### src/ssc_pkg.sv
package ssc_pkg;
    // ==========================================================
    // register map
    localparam logic [7:0] REG_STBY_OFS = 8'h00;
    localparam logic [7:0] REG_IRQ_STAT_OFS = 8'h04;
    localparam logic [7:0] REG_IRQ_MASK_OFS = 8'h08;
    localparam logic [7:0] REG_STATE_OFS = 8'h0C;
    localparam logic [7:0] STBY_RESET = 8'h00;
    localparam logic [2:0] IRQ_MASK_RESET = 3'h0;
    // ==========================================================
    // interrupt events
    localparam int NUM_EV = 3;
    localparam int EV_ILLEGAL = 0;
    localparam int EV_SLEEP = 1;
    localparam int EV_WAKE = 2;
    // ==========================================================
    // status word fields
    localparam int SR_MD_BIT = 30;
    localparam int SR_RB_BIT = 29;
    // ==========================================================
    // opcode fields
    localparam logic [3:0] GRP_STC_REG = 4'h0;
    localparam logic [3:0] GRP_MEM = 4'h4;
    localparam logic [15:0] OPC_SLEEP = 16'h001B;
    localparam logic [7:0] LO_SHR2 = 8'h09;
    localparam logic [7:0] LO_SHR8 = 8'h19;
    localparam logic [7:0] LO_SHR16 = 8'h29;
    localparam logic [7:0] LO_SGR_REG = 8'h3A;
    localparam logic [7:0] LO_DBR_REG = 8'hFA;
    localparam logic [7:0] LO_SGR_MEM = 8'h32;
    localparam logic [7:0] LO_DBR_MEM = 8'hF2;
    localparam logic [3:0] NIB_STC_REG = 4'h2;
    localparam logic [3:0] NIB_STC_MEM = 4'h3;
    localparam logic [2:0] SEL_SR = 3'h0;
    localparam logic [2:0] SEL_GBR = 3'h1;
    localparam logic [2:0] SEL_VBR = 3'h2;
    localparam logic [2:0] SEL_SSR = 3'h3;
    localparam logic [2:0] SEL_SPC = 3'h4;
    // ==========================================================
    // execution states and derived counts
    localparam int STATES_SHIFT = 1;
    localparam int STATES_SLEEP = 4;
    localparam int STATES_STC = 2;
    localparam int STATES_SGR = 3;
    localparam logic [1:0] CNT_SHIFT = 2'(STATES_SHIFT - 1);
    localparam logic [1:0] CNT_SLEEP = 2'(STATES_SLEEP - 1);
    localparam logic [1:0] CNT_STC = 2'(STATES_STC - 1);
    localparam logic [1:0] CNT_SGR = 2'(STATES_SGR - 1);
    localparam logic [31:0] LONG_BYTES = 32'h0000_0004;
    localparam logic [3:0] PC_STEP = 4'h2;
    // ==========================================================
    // types
    typedef enum logic [1:0] {
        ST_IDLE = 2'b00,
        ST_EXEC = 2'b01,
        ST_SLEEP = 2'b10
    } ssc_state_t;
    typedef enum logic [2:0] {
        OP_NONE = 3'b000,
        OP_SHR = 3'b001,
        OP_SLEEP = 3'b010,
        OP_STC_REG = 3'b011,
        OP_STC_MEM = 3'b100
    } ssc_op_t;
endpackage

### src/ssc_irq_if.sv
`timescale 1ns/10ps
interface ssc_irq_if;
    logic [2:0] events;
    logic [2:0] clr;
    logic mask_we;
    logic [2:0] mask_wdata;
    logic [2:0] status;
    logic [2:0] mask;
    logic irq;
    modport ctrl (output events, clr, mask_we, mask_wdata, input status, mask, irq);
    modport irq_side (input events, clr, mask_we, mask_wdata, output status, mask, irq);
endinterface

### src/ssc_exec.sv
`timescale 1ns/10ps
module ssc_exec import ssc_pkg::*; (
    input wire logic CORE_CLK_I,
    input wire logic RESET_I,
    input wire logic INSTR_VALID_I,
    input wire logic [15:0] INSTR_I,
    output logic INSTR_READY_O,
    input wire logic [31:0] STATUS_WORD_I,
    input wire logic [31:0] GLOBAL_BASE_POINTER_I,
    input wire logic [31:0] VECTOR_BASE_POINTER_I,
    input wire logic [31:0] SAVED_STATUS_COPY_I,
    input wire logic [31:0] SAVED_PROGRAM_COUNTER_I,
    input wire logic [31:0] SAVED_STACK_POINTER_I,
    input wire logic [31:0] DEBUG_BASE_POINTER_I,
    output logic [3:0] GPR_RADDR_O,
    input wire logic [31:0] GPR_RDATA_I,
    output logic [2:0] BANK_IDX_O,
    output logic BANK_SEL_O,
    input wire logic [31:0] BANK_RDATA_I,
    output logic GPR_WE_O,
    output logic [3:0] GPR_WADDR_O,
    output logic [31:0] GPR_WDATA_O,
    output logic MEM_WE_O,
    output logic [31:0] MEM_ADDR_O,
    output logic [31:0] MEM_WDATA_O,
    output logic [3:0] PC_STEP_O,
    output logic ILLEGAL_O,
    output logic SLEEP_O,
    output logic [7:0] STANDBY_MODE_O,
    input wire logic IRQ_REQ_I,
    input wire logic PSEL_I,
    input wire logic PENABLE_I,
    input wire logic PWRITE_I,
    input wire logic [7:0] PADDR_I,
    input wire logic [31:0] PWDATA_I,
    output logic [31:0] PRDATA_O,
    output logic PREADY_O,
    output logic PSLVERR_O,
    output logic IRQ_O
);
    typedef struct packed {
        logic [2:0] kind;
        logic [1:0] cnt;
        logic priv;
    } ssc_dec_t;

    typedef struct packed {
        ssc_state_t st;
        logic [1:0] cnt;
        logic [15:0] ir;
        logic [7:0] stby;
        logic [1:0] irq_sync;
        logic gpr_we;
        logic [3:0] gpr_waddr;
        logic [31:0] gpr_wdata;
        logic mem_we;
        logic [31:0] mem_addr;
        logic [31:0] mem_wdata;
        logic [3:0] pc_step;
        logic illegal;
        logic [31:0] prdata;
        logic pslverr;
    } ssc_st_t;

    ssc_st_t r;
    ssc_st_t next_r;
    ssc_irq_if irq_bus();

    ssc_irq u_irq (
        .clk_i(CORE_CLK_I),
        .rst_i(RESET_I),
        .bus(irq_bus)
    );

    // ==========================================================
    // special codes, group and low byte both matter
    function automatic logic is_sgr(input logic [15:0] ir);
        return (ir[15:12] == GRP_STC_REG && ir[7:0] == LO_SGR_REG) ||
               (ir[15:12] == GRP_MEM && ir[7:0] == LO_SGR_MEM);
    endfunction

    function automatic logic is_dbr(input logic [15:0] ir);
        return (ir[15:12] == GRP_STC_REG && ir[7:0] == LO_DBR_REG) ||
               (ir[15:12] == GRP_MEM && ir[7:0] == LO_DBR_MEM);
    endfunction

    // ==========================================================
    // instruction decode
    function automatic ssc_dec_t decode(input logic [15:0] ir);
        ssc_dec_t d;
        d = '{kind: OP_NONE, cnt: CNT_STC, priv: 1'b1};
        if (ir == OPC_SLEEP) begin
            d.kind = OP_SLEEP;
            d.cnt = CNT_SLEEP;
        end else if (ir[15:12] == GRP_MEM && (ir[7:0] == LO_SHR2 ||
                     ir[7:0] == LO_SHR8 || ir[7:0] == LO_SHR16)) begin
            d.kind = OP_SHR;
            d.cnt = CNT_SHIFT;
            d.priv = 1'b0;
        end else if (ir[15:12] == GRP_STC_REG && (ir[7:0] == LO_SGR_REG ||
                     ir[7:0] == LO_DBR_REG)) begin
            d.kind = OP_STC_REG;
        end else if (ir[15:12] == GRP_STC_REG && ir[3:0] == NIB_STC_REG &&
                     (ir[7] || ir[6:4] <= SEL_SPC)) begin
            d.kind = OP_STC_REG;
        end else if (ir[15:12] == GRP_MEM && (ir[7:0] == LO_SGR_MEM ||
                     ir[7:0] == LO_DBR_MEM)) begin
            d.kind = OP_STC_MEM;
        end else if (ir[15:12] == GRP_MEM && ir[3:0] == NIB_STC_MEM &&
                     (ir[7] || ir[6:4] <= SEL_SPC)) begin
            d.kind = OP_STC_MEM;
        end
        if (d.kind == OP_STC_REG || d.kind == OP_STC_MEM) begin
            if (is_sgr(ir)) begin
                d.cnt = CNT_SGR;
            end
            if (ir[3:0] != NIB_STC_REG || ir[15:12] != GRP_MEM) begin
                if (ir[7:4] == {1'b0, SEL_GBR}) begin
                    d.priv = 1'b0;
                end
            end
        end
        return d;
    endfunction

    // ==========================================================
    // control register source select
    function automatic logic [31:0] ctrl_src(input logic [15:0] ir);
        logic [31:0] v;
        v = BANK_RDATA_I;
        if (is_sgr(ir)) begin
            v = SAVED_STACK_POINTER_I;
        end else if (is_dbr(ir)) begin
            v = DEBUG_BASE_POINTER_I;
        end else if (!ir[7]) begin
            unique case (ir[6:4])
                SEL_SR: v = STATUS_WORD_I;
                SEL_GBR: v = GLOBAL_BASE_POINTER_I;
                SEL_VBR: v = VECTOR_BASE_POINTER_I;
                SEL_SSR: v = SAVED_STATUS_COPY_I;
                default: v = SAVED_PROGRAM_COUNTER_I;
            endcase
        end
        return v;
    endfunction

    ssc_dec_t in_dec;
    ssc_dec_t ex_dec;
    logic user_mode;
    logic apb_wr;
    logic apb_setup;
    logic done;
    logic [2:0] events;

    assign in_dec = decode(INSTR_I);
    assign ex_dec = decode(r.ir);
    assign user_mode = ~STATUS_WORD_I[SR_MD_BIT];
    assign apb_wr = PSEL_I & PENABLE_I & PWRITE_I;
    assign apb_setup = PSEL_I & ~PENABLE_I;
    assign done = (r.st == ST_EXEC) && (r.cnt == 2'h0);

    // ==========================================================
    // execution sequencer
    always_comb begin
        next_r = r;
        events = 3'h0;
        next_r.irq_sync = {r.irq_sync[0], IRQ_REQ_I};
        next_r.gpr_we = 1'b0;
        next_r.mem_we = 1'b0;
        next_r.pc_step = 4'h0;
        next_r.illegal = 1'b0;
        unique case (r.st)
            ST_IDLE: begin
                if (INSTR_VALID_I) begin
                    next_r.ir = INSTR_I;
                    if (in_dec.kind == OP_NONE || (in_dec.priv && user_mode)) begin
                        next_r.illegal = 1'b1;
                        events[EV_ILLEGAL] = 1'b1;
                    end else begin
                        next_r.st = ST_EXEC;
                        next_r.cnt = in_dec.cnt;
                    end
                end
            end
            ST_EXEC: begin
                next_r.cnt = r.cnt - 2'h1;
                if (done) begin
                    next_r.st = ST_IDLE;
                    next_r.pc_step = PC_STEP;
                    next_r.gpr_waddr = r.ir[11:8];
                    unique case (ex_dec.kind)
                        OP_SHR: begin
                            next_r.gpr_we = 1'b1;
                            unique case (r.ir[5:4])
                                2'b00: next_r.gpr_wdata = {2'h0, GPR_RDATA_I[31:2]};
                                2'b01: next_r.gpr_wdata = {8'h00, GPR_RDATA_I[31:8]};
                                default: next_r.gpr_wdata = {16'h0000, GPR_RDATA_I[31:16]};
                            endcase
                        end
                        OP_STC_REG: begin
                            next_r.gpr_we = 1'b1;
                            next_r.gpr_wdata = ctrl_src(r.ir);
                        end
                        OP_STC_MEM: begin
                            next_r.gpr_we = 1'b1;
                            next_r.gpr_wdata = GPR_RDATA_I - LONG_BYTES;
                            next_r.mem_we = 1'b1;
                            next_r.mem_addr = GPR_RDATA_I - LONG_BYTES;
                            next_r.mem_wdata = ctrl_src(r.ir);
                        end
                        default: begin
                            next_r.st = ST_SLEEP;
                            next_r.pc_step = 4'h0;
                            events[EV_SLEEP] = 1'b1;
                        end
                    endcase
                end
            end
            default: begin
                if (r.irq_sync[1]) begin
                    next_r.st = ST_IDLE;
                    events[EV_WAKE] = 1'b1;
                end
            end
        endcase
        // register bus
        next_r.pslverr = 1'b0;
        if (apb_setup) begin
            next_r.prdata = 32'h0000_0000;
            unique case (PADDR_I)
                REG_STBY_OFS: next_r.prdata = {24'h000000, r.stby};
                REG_IRQ_STAT_OFS: next_r.prdata = {29'h0, irq_bus.status};
                REG_IRQ_MASK_OFS: next_r.prdata = {29'h0, irq_bus.mask};
                REG_STATE_OFS: next_r.prdata = {28'h0, r.cnt, r.st};
                default: next_r.pslverr = 1'b1;
            endcase
        end else begin
            next_r.pslverr = r.pslverr;
        end
        if (apb_wr && PADDR_I == REG_STBY_OFS) begin
            next_r.stby = PWDATA_I[7:0];
        end
    end

    always_ff @(posedge CORE_CLK_I) begin
        if (RESET_I) begin
            r <= '{st: ST_IDLE, cnt: 2'h0, ir: 16'h0000, stby: STBY_RESET,
                   irq_sync: 2'h0, gpr_we: 1'b0, gpr_waddr: 4'h0,
                   gpr_wdata: 32'h0000_0000, mem_we: 1'b0, mem_addr: 32'h0000_0000,
                   mem_wdata: 32'h0000_0000, pc_step: 4'h0, illegal: 1'b0,
                   prdata: 32'h0000_0000, pslverr: 1'b0};
        end else begin
            r <= next_r;
        end
    end

    // ==========================================================
    // interrupt status connection
    assign irq_bus.events = events;
    assign irq_bus.clr = (apb_wr && PADDR_I == REG_IRQ_STAT_OFS) ? PWDATA_I[2:0] : 3'h0;
    assign irq_bus.mask_we = apb_wr && PADDR_I == REG_IRQ_MASK_OFS;
    assign irq_bus.mask_wdata = PWDATA_I[2:0];

    // ==========================================================
    // outputs
    assign INSTR_READY_O = (r.st == ST_IDLE);
    assign GPR_RADDR_O = r.ir[11:8];
    assign BANK_IDX_O = r.ir[6:4];
    assign BANK_SEL_O = ~STATUS_WORD_I[SR_RB_BIT];
    assign GPR_WE_O = r.gpr_we;
    assign GPR_WADDR_O = r.gpr_waddr;
    assign GPR_WDATA_O = r.gpr_wdata;
    assign MEM_WE_O = r.mem_we;
    assign MEM_ADDR_O = r.mem_addr;
    assign MEM_WDATA_O = r.mem_wdata;
    assign PC_STEP_O = r.pc_step;
    assign ILLEGAL_O = r.illegal;
    assign SLEEP_O = (r.st == ST_SLEEP);
    assign STANDBY_MODE_O = (r.st == ST_SLEEP) ? r.stby : 8'h00;
    assign PRDATA_O = r.prdata;
    assign PREADY_O = 1'b1;
    assign PSLVERR_O = r.pslverr;
    assign IRQ_O = irq_bus.irq;

    logic take;
    assign take = INSTR_READY_O && INSTR_VALID_I;
endmodule

### src/ssc_irq.sv
`timescale 1ns/10ps
module ssc_irq import ssc_pkg::*; (
    input wire logic clk_i,
    input wire logic rst_i,
    ssc_irq_if.irq_side bus
);
    typedef struct packed {
        logic [NUM_EV-1:0] status;
        logic [NUM_EV-1:0] mask;
    } ssc_irq_st_t;
    ssc_irq_st_t r;
    ssc_irq_st_t next_r;

    // set wins over a write-one clear in the same cycle
    always_comb begin
        next_r = r;
        next_r.status = (r.status & ~bus.clr) | bus.events;
        if (bus.mask_we) begin
            next_r.mask = bus.mask_wdata;
        end
    end

    always_ff @(posedge clk_i) begin
        if (rst_i) begin
            r <= {{NUM_EV{1'b0}}, IRQ_MASK_RESET};
        end else begin
            r <= next_r;
        end
    end

    assign bus.status = r.status;
    assign bus.mask = r.mask;
    assign bus.irq = |(r.status & r.mask);
endmodule

### config.mk
export PLATFORM = sky130hd
export DESIGN_NAME = ssc_exec
export DESIGN_NICKNAME = d
export VERILOG_FILES = /design/src/ssc_pkg.sv /design/src/ssc_irq_if.sv /design/src/ssc_exec.sv /design/src/ssc_irq.sv
export SDC_FILE = /design/constraint.sdc
export NUM_CORES = 1
export LEC_CHECK = 0
export BUFFER_PORTS_ARGS = -buffer_cell sky130_fd_sc_hd__buf_2
export CAP_MARGIN = 20
export CORE_AREA = 4 4 197 199
export CTS_BUF_LIST = sky130_fd_sc_hd__clkbuf_16
export DETAILED_ROUTE_END_ITERATION = 6
export DIE_AREA = 0 0 201 203
export MAX_ROUTING_LAYER = met4
export PLACE_DENSITY = 0.61
export SETUP_SLACK_MARGIN = 0.1
export SYNTH_ARGS = -nofsm -noshare
export SYNTH_HDL_FRONTEND = slang
export SYNTH_SLANG_ARGS = --single-unit
### constraint.sdc
create_clock -name CORE_CLK_I -period 2.3 [get_ports CORE_CLK_I]
set_clock_uncertainty 0.05 [all_clocks]
set_input_delay 0.115 -clock CORE_CLK_I [delete_from_list [all_inputs] [get_ports CORE_CLK_I]]
set_output_delay 0.115 -clock CORE_CLK_I [all_outputs]
set_load 0.01 [all_outputs]
==> flow_summary.ini, run 1 <==
[sta]
setup_ws_ps = 41.3
max_freq_ghz = 0.443
hold_slack_ps = 20.9
finalMaxSlewViolations = 0
tightest_slew_ps = 586
slew_headroom = 0.609
finalHoldViolations = 0
min_period_ps = 2260
setup_viol = 0
period_share = 0.982
rsz0062_at_grt = true

[finish]
area_growth_pct = 44.2
drive_gt1_frac = 0.431
post-route-util = 0.405
fillers = 3824
final_cell_mix = buf_2 (457), nand2_1 (152), dfxtp_1 (142)
layout_commonest_cell = buf_2
final_net_count = 2156

[die]
rows = 71
start_util = 0.281
dieArea_um2 = 40800
die_w_um = 201
die_h_um = 203
core_um2 = 37200
io_pins = 511

[critical_path]
worstSetupPathType = register to register
cp-end-kind = register
reg2reg_to = MEM_WDATA_O[30]
timing.rr.start = BANK_IDX_O[1]
required_ps = 2610
reg2regPathDepth = 9
crit_fanout = 13
endpoint = MEM_WDATA_O[30]
worstSetupStartpoint = BANK_IDX_O[1]
cp-start-kind = register
r2r_setup_slack_ps = 40
worstPathArrival_ps = 2570

[cts]
htreeDepth = 4
cts.sinks = 148
cts_inserted_buffers = 17
clkSlewWorstSetupHoldPaths_ps = 70
clockBufferDepth = 2
worstSkewPairLatency_ps = 440
root_buffer = clkbuf_16
cts_tree = yes

[power_and_ir_drop]
p_per_area_nw_per_um2 = 473
power.leakage_uw = 0.00657
ir_worst_vdd_uv = 512

[global_route]
overflow = 0
grt_pass1_wl_um = 73900
grt_antenna_before_repair = 7
grt_usage = 0.244
first_global_vias = 11762
grt_max_degree = 125

[placement]
place_ws_ps = -158
port_buffers = 458
place.gp.congestion = 0.932
dp_hpwl_um = 41600

[detailed_routing]
dr.pass1.iters = 5
post_drt_wl_per_cell_um = 22.8
vias = 11817
route.detailed.drc = 0
ant_nets = 0
wirelength_um = 52400
via_per_inst = 5.15
drt_iter0_drc = 779

[hold_path]
hold_depth = 4
hp-class = input port to register

[yosys]
ys_seq_area_frac = 0.283
synth-edff-count = 0
ys.flop_type = dfxtp_1
synth.distinct_cells = 70
yosysWarnings = 0
ys_seq_elements = 148
async_reset_ff_frac = 0
synthesis.instances = 1340
syn_area_per_cell_um2 = 7.81
synthesis.area_um2 = 10500

[run_status]
status = finished clean

[run]
maxCapViolations = 0
[worst min-delay path by stage]
stage / startpoint / end / slack (ps)
final: SAVED_STACK_POINTER_I[31] / MEM_WDATA_O[31] / 20
after global placement: IRQ_REQ_I / next_r[141] / 300
after global routing: SAVED_STACK_POINTER_I[31] / MEM_WDATA_O[31] / 40
after CTS: SAVED_STACK_POINTER_I[31] / MEM_WDATA_O[31] / 4
after floorplan: GPR_RDATA_I[2] / MEM_ADDR_O[2] / 160
after detailed placement: IRQ_REQ_I / next_r[141] / 300
[registers in the layout, indices dropped and copies added (netlist names)]
| name | flops |
|---|---|
| MEM_WDATA_O | 32 |
| GPR_WDATA_O | 32 |
| GPR_WADDR_O | 4 |
| PSLVERR_O | 1 |
| GPR_RADDR_O | 4 |
| u_irq.bus.status | 3 |
| r | 22 |
| next_r | 1 |
| PRDATA_O | 8 |
| PC_STEP_O | 1 |
| ILLEGAL_O | 1 |
| BANK_IDX_O | 3 |
| MEM_WE_O | 1 |
| u_irq.bus.mask | 3 |
| MEM_ADDR_O | 32 |
[metal layers]
layer / vias up / part of all wire / GRT usage
li1: 5604 / - / -
met3: 82 / 0.067 / 0.0442
met1: 5618 / 0.42 / 0.302
met5: - / 0 / -
met4: 0 / 0.034 / 0.0831
met2: 513 / 0.48 / 0.405
[cell type report]
cell class | instances | area [um^2] | area share
antenna | 6 | 15.0 | 0.000995
clock buffer | 17 | 425 | 0.0282
clock inverter | 15 | 163 | 0.0108
inverter | 9 | 33.8 | 0.00224
multi-input combinational | 958 | 6460 | 0.428
sequential | 148 | 2980 | 0.197
tap | 474 | 593 | 0.0393
timing repair buffer | 669 | 4430 | 0.293
[where the power goes]
part,total [uW],internal [uW],switching (uW)
Clock,2850,1690,1160
Sequential,2620,2590,28.6
Combinational,1670,782,890
Total,7140,5060,2080
[critical path: stages, from the launching register on]
cell and delay (ps):
dfxtp_4 380, nor4bb_4 360, buf_4 190, and4_4 220, buf_12 140, buf_4 170, a221o_1 240, buf_4 150
nand3b_1 110, a21oi_1 160
[kinds of logic after synthesis]
family | count (synthesis) | share of synthesized area
AO/OA/AOI/OAI | 346 | 0.221
buffers and inverters | 260 | 0.147
adder cells (fa/ha/maj) | 2 | 0.00239
other | 2 | 0.000718
XOR/XNOR | 31 | 0.0259
AND/OR/NAND/NOR | 467 | 0.211
flip-flops | 148 | 0.283
multiplexers | 84 | 0.108
[stage by stage]
step	total power (uW)	instances	cell area, um^2	TNS, ps
2_1_floorplan	3380	1366	10600	0
3_3_place_gp	4160	2188	13300	-1280
3_5_place_dp	4160	2188	13300	-2240
5_1_grt	7430	2296	15100	-542
6_report	7140	2296	15100	0
4_1_cts	7150	2278	14600	0
[timing repair]
| item | CTS | global route |
|---|---|---|
| hold endpoints to repair | 50 | 0 |
| gates cloned | 3 | 6 |
| gates resized for setup | 47 | 52 |
| pin swaps | 16 | 17 |
| setup endpoints to repair | 98 | 93 |
| hold buffers | 39 | 0 |
| buffers inserted | 16 | 6 |
[synth_stat cells, types with 16 or more instances]
cell type,n,share of area
clkbuf_1,77,0.028
nor3_1,43,0.021
xor2_1,17,0.014
nand2_1,154,0.055
o22ai_1,22,0.013
dfxtp_1,148,0.28
buf_4,144,0.10
nor2_1,140,0.050
mux2i_1,47,0.045
a221oi_1,16,0.013
o21ai_0,17,0.0081
a21oi_1,123,0.059
nand2b_1,17,0.010
buf_2,20,0.0096
a211oi_1,39,0.028
mux4_2,22,0.047
o21bai_1,16,0.011
o211ai_1,29,0.021
Note: power is estimated with default switching activity, not from simulation.
==> run 2, diff against run 1 <==
Settings changed: BUFFER_PORTS_ARGS -buffer_cell sky130_fd_sc_hd__buf_2 to not set, CORE_AREA 4 4 197 199 to 4 4 195 197, DIE_AREA 0 0 201 203 to 0 0 199 201, DONT_BUFFER_PORTS set to 1, PLACE_DENSITY 0.61 to 0.5.
==> flow_summary.ini, run 2 (synthesis results as in run 1) <==
[detailed_routing]
wirelength_um = 52600
drt_iter0_drc = 700
via_per_inst = 5.60
post_drt_wl_per_cell_um = 28.5
dr.pass1.iters = 5
ant_nets = 0
route.detailed.drc = 0
vias = 10330

[die]
dieArea_um2 = 40000
die_h_um = 201
start_util = 0.289
io_pins = 511
rows = 70
core_um2 = 36300
die_w_um = 199

[critical_path]
worstSetupPathType = register to register
critPathTopFamily = simple AND/OR/NAND/NOR gates
reg2reg_to = GPR_WDATA_O[27]
cp-start-kind = register
timing.rr.start = BANK_IDX_O[0]
reg2regPathDepth = 8
cpPeakStageDelay_ps = 410
r2r_setup_slack_ps = 30
cp_slowest_cell = nor4bb_4
path_buf_inv = 3
cpMostUsedCell = buf_12
crit_fanout = 7
cp_cell_sequence = nor4bb_4 -> buf_4 -> and4_4 -> buf_12 -> buf_12 -> a211o_1 -> o211ai_1 -> a31oi_1
worstSetupStartpoint = BANK_IDX_O[0]
cp-end-kind = register
endpoint = GPR_WDATA_O[27]
path_depth = 8
worstPathArrival_ps = 2580
required_ps = 2610

[finish]
fillers = 3770
regArea_um2 = 2980
area_growth_pct = 30.2
multi_input_area_um2 = 6950
layout_commonest_cell = nand2_1
drive_gt1_frac = 0.304
final_cell_mix = nand2_1 (145), dfxtp_1 (138), buf_4 (109)
final_net_count = 1712
design_area_um2 = 13600

[power_and_ir_drop]
power.leakage_uw = 0.00493
p_per_area_nw_per_um2 = 481
ir_worst_vdd_uv = 320

[global_route]
grt_pass1_wl_um = 70600
grt_max_degree = 151
overflow = 0
grt_antenna_before_repair = 6
grt_usage = 0.245
first_global_vias = 9799

[run_status]
status = complete, but fails checks
violations = hold timing

[cts]
clkSlewWorstSetupHoldPaths_ps = 70
cts.sinks = 148
cts_inserted_buffers = 17
worstSkewPairLatency_ps = 440
htreeDepth = 4
cts_tree = yes
root_buffer = clkbuf_16
clockBufferDepth = 2

[sta]
hold_slack_ps = -243
period_share = 0.989
rsz0062_at_grt = true
finalHoldViolations = 99
finalMaxSlewViolations = 0
fin_setup_tns_ps = 0
max_freq_ghz = 0.440
tightest_slew_ps = 622
setup_viol = 0
slew_headroom = 0.581
min_period_ps = 2270

[run]
maxCapViolations = 0

[placement]
place.gp.congestion = 0.942
dp_hpwl_um = 40500
dpl_cell_area_um2 = 10900
port_buffers = 0

[hold_path]
hp-class = input port to register
## run 2: area by class of cell
| class | instances | area share |
|---|---|---|
| clock buffer | 17 | 0.0312 |
| antenna | 5 | 0.000918 |
| inverter | 9 | 0.00248 |
| sequential | 148 | 0.219 |
| multi-input combinational | 958 | 0.510 |
| tap | 468 | 0.0430 |
| clock inverter | 14 | 0.00845 |
| timing repair buffer | 225 | 0.185 |
## run 2: repair_timing
action                                 in CTS  in global routing
buffers inserted                            9                 25
gates cloned                                6                 13
resized for setup                          53                192
pin swaps                                  20                 92
hold buffers                               43                  7
endpoints found under the hold margin     148                110
setup endpoints to repair                  96                101
## run 2: report_power, final
part | leakage (uW) | internal [uW] | switching, uW
sequential | 0.00120 | 2590 | 35.3
clock | 0.000274 | 1470 | 1200
combinational | 0.00346 | 584 | 677
## run 2: worst min-delay path by stage
| stage | endpoint | startpoint | depth (start not counted) | slack [ps] |
|---|---|---|---|---|
| floorplan | MEM_ADDR_O[2] | GPR_RDATA_I[2] | 1 | 160 |
| global placement | GPR_WADDR_O[3] | RESET_I | 1 | 140 |
| detailed placement | GPR_WADDR_O[2] | RESET_I | 1 | 150 |
| CTS | u_irq.bus.status[1] | RESET_I | 1 | -320 |
| global route | u_irq.bus.status[1] | RESET_I | 1 | -320 |
| finish | u_irq.bus.status[1] | RESET_I | 1 | -240 |
## run 2: routing by layer
| layer | up-vias | part of all wire | routed length (um) | GRT usage |
|---|---|---|---|---|
| met1 | 5030 | 0.39 | 20400 | 0.288 |
| met2 | 503 | 0.50 | 26100 | 0.408 |
| met4 | 0 | 0.030 | 1560 | 0.0703 |
| met3 | 75 | 0.086 | 4530 | 0.0690 |
| met5 | - | 0 | 0 | - |
| li1 | 4722 | - | - | - |
## run 2: worst reg2reg max path, stage by stage (launching register included)
cell and delay (ps):
dfxtp_4 390, nor4bb_4 410, buf_4 180, and4_4 290
buf_12 150, buf_12 110, a211o_1 260, o211ai_1 160
a31oi_1 190
## run 2: through the flow
stage / power [uW] / cells / worst slack (ps) / util / hold WS, ps
2_1_floorplan: 3380 / 1366 / 86.8 / - / 161
3_3_place_gp: 3720 / 1708 / -61.9 / 0.300 / 144
3_5_place_dp: 3720 / 1708 / -76.7 / 0.300 / 147
4_1_cts: 6460 / 1797 / 34.5 / 0.339 / -319
5_1_grt: 6780 / 1844 / -49.4 / 0.376 / -318
6_report: 6550 / 1844 / 25.7 / 0.376 / -243
==> run 3, diff against run 2 <==
Settings changed: CORE_AREA 4 4 195 197 to 10 10 190 192, DIE_AREA 0 0 199 201 to 0 0 200 202, PLACE_DENSITY 0.5 to 0.54.
==> flow_summary.ini, run 3 (synthesis results as in run 1) <==
[critical_path]
worstSetupStartpoint = BANK_IDX_O[0]
timing.rr.start = BANK_IDX_O[0]
cpPeakStageDelay_ps = 390
cpMostUsedCell = buf_12
worstPathArrival_ps = 2530
cp-end-kind = register
cp_cell_sequence = buf_12 -> buf_8 -> nor2_2 -> o221ai_2 -> a211o_4 -> nor2_4 -> buf_12 -> clkbuf_16 -> nor2_1 -> a211oi_1
cp-start-kind = register
crit_fanout = 13
worstSetupPathType = register to register
required_ps = 2590
cp_slowest_cell = a211o_4

[detailed_routing]
route.detailed.drc = 0
post_drt_wl_per_cell_um = 28.7
drt_iter0_drc = 756
wirelength_um = 51100
vias = 10189
via_per_inst = 5.73
dr.pass1.iters = 5
ant_nets = 0

[finish]
final_net_count = 1665
drive_gt1_frac = 0.239
layout_commonest_cell = nand2_1
final_cell_mix = nand2_1 (150), dfxtp_1 (137), nor2_1 (130)
regArea_um2 = 2980
design_area_um2 = 12800
post-route-util = 0.397
fillers = 3334
multi_input_area_um2 = 6610
area_growth_pct = 22.6

[placement]
port_buffers = 0
dpl_cell_area_um2 = 10600
place_ws_ps = -65.9
place.gp.congestion = 0.923
dp_hpwl_um = 40700

[hold_path]
hp-class = input port to register
min-delay-start = RESET_I

[sta]
hold_slack_ps = -283
period_share = 0.973
max_freq_ghz = 0.447
min_period_ps = 2240
setup_ws_ps = 61.8
fin_setup_tns_ps = 0
slew_headroom = 0.525
finalMaxSlewViolations = 0
tightest_slew_ps = 711
setup_viol = 0
rsz0062_at_grt = true
finalHoldViolations = 104

[run_status]
status = complete, but fails checks
violations = hold timing

[cts]
worstSkewPairLatency_ps = 430
cts_tree = yes
root_buffer = clkbuf_16
htreeDepth = 4
clkSlewWorstSetupHoldPaths_ps = 70
cts.sinks = 148
clockBufferDepth = 2
cts_inserted_buffers = 17

[die]
core_um2 = 32300
die_h_um = 202
io_pins = 511
dieArea_um2 = 40400
die_w_um = 200
rows = 66
start_util = 0.324

[global_route]
grt_usage = 0.239
grt_max_degree = 151
overflow = 0
first_global_vias = 9498
grt_antenna_before_repair = 10
grt_pass1_wl_um = 68900

[run]
maxCapViolations = 0

[power_and_ir_drop]
ir_worst_vdd_uv = 459
p_per_area_nw_per_um2 = 559
power.leakage_uw = 0.00455
run 3: repair_timing:
item                                    4_1_cts  5_1_grt
gates cloned                                  0        9
hold buffers                                 46        4
hold endpoints to repair                    148      108
endpoints found under the setup margin       91      111
setup buffers                                 7       18
pin swaps                                     8       49
resized for setup                            39      106
run 3: path summary, 6_finish.rpt:
path,end,slack [ps],cells past startpoint
setup / recovery,MEM_ADDR_O[24],60,10
hold / removal,GPR_WADDR_O[1],-280,1
setup reg to reg,MEM_ADDR_O[24],60,10
hold reg to reg,u_irq.bus.status[1],430,2
run 3: per-stage QoR:
step | cells | power (uW)
finish | 1777 | 7170
global route | 1774 | 7390
CTS | 1735 | 7070
detailed placement | 1651 | 3670
global placement | 1651 | 3670
floorplan | 1366 | 3380
run 3: worst max-delay path: cells and delay by family, from the launching register on:
kind / cells / cell delay (ps)
compound gates: 3 / 740
buf+inv: 4 / 600
flops: 1 / 360
simple gates: 3 / 390
run 3: area by class of cell:
type / instances / area share
Multi-Input combinational cell: 958 / 0.515
Sequential cell: 148 / 0.233
Inverter: 9 / 0.00263
Tap cell: 442 / 0.0431
Clock inverter: 14 / 0.0203
Antenna cell: 11 / 0.00215
Clock buffer: 17 / 0.0332
Timing Repair Buffer: 178 / 0.151
run 3: where the power goes:
part | total [uW] | leakage, uW | switching (uW) | internal, uW
logic | 1230 | 0.00301 | 651 | 576
registers | 2620 | 0.00120 | 33.8 | 2590
clock network | 3330 | 0.000337 | 1180 | 2140
run 3: metal layers:
metal	global-route usage	up-vias	routed length, um
met3	0.0783	60	5190
met1	0.272	4967	19300
li1	-	4624	-
met2	0.390	538	25200
met5	-	-	0
met4	0.0741	0	1390
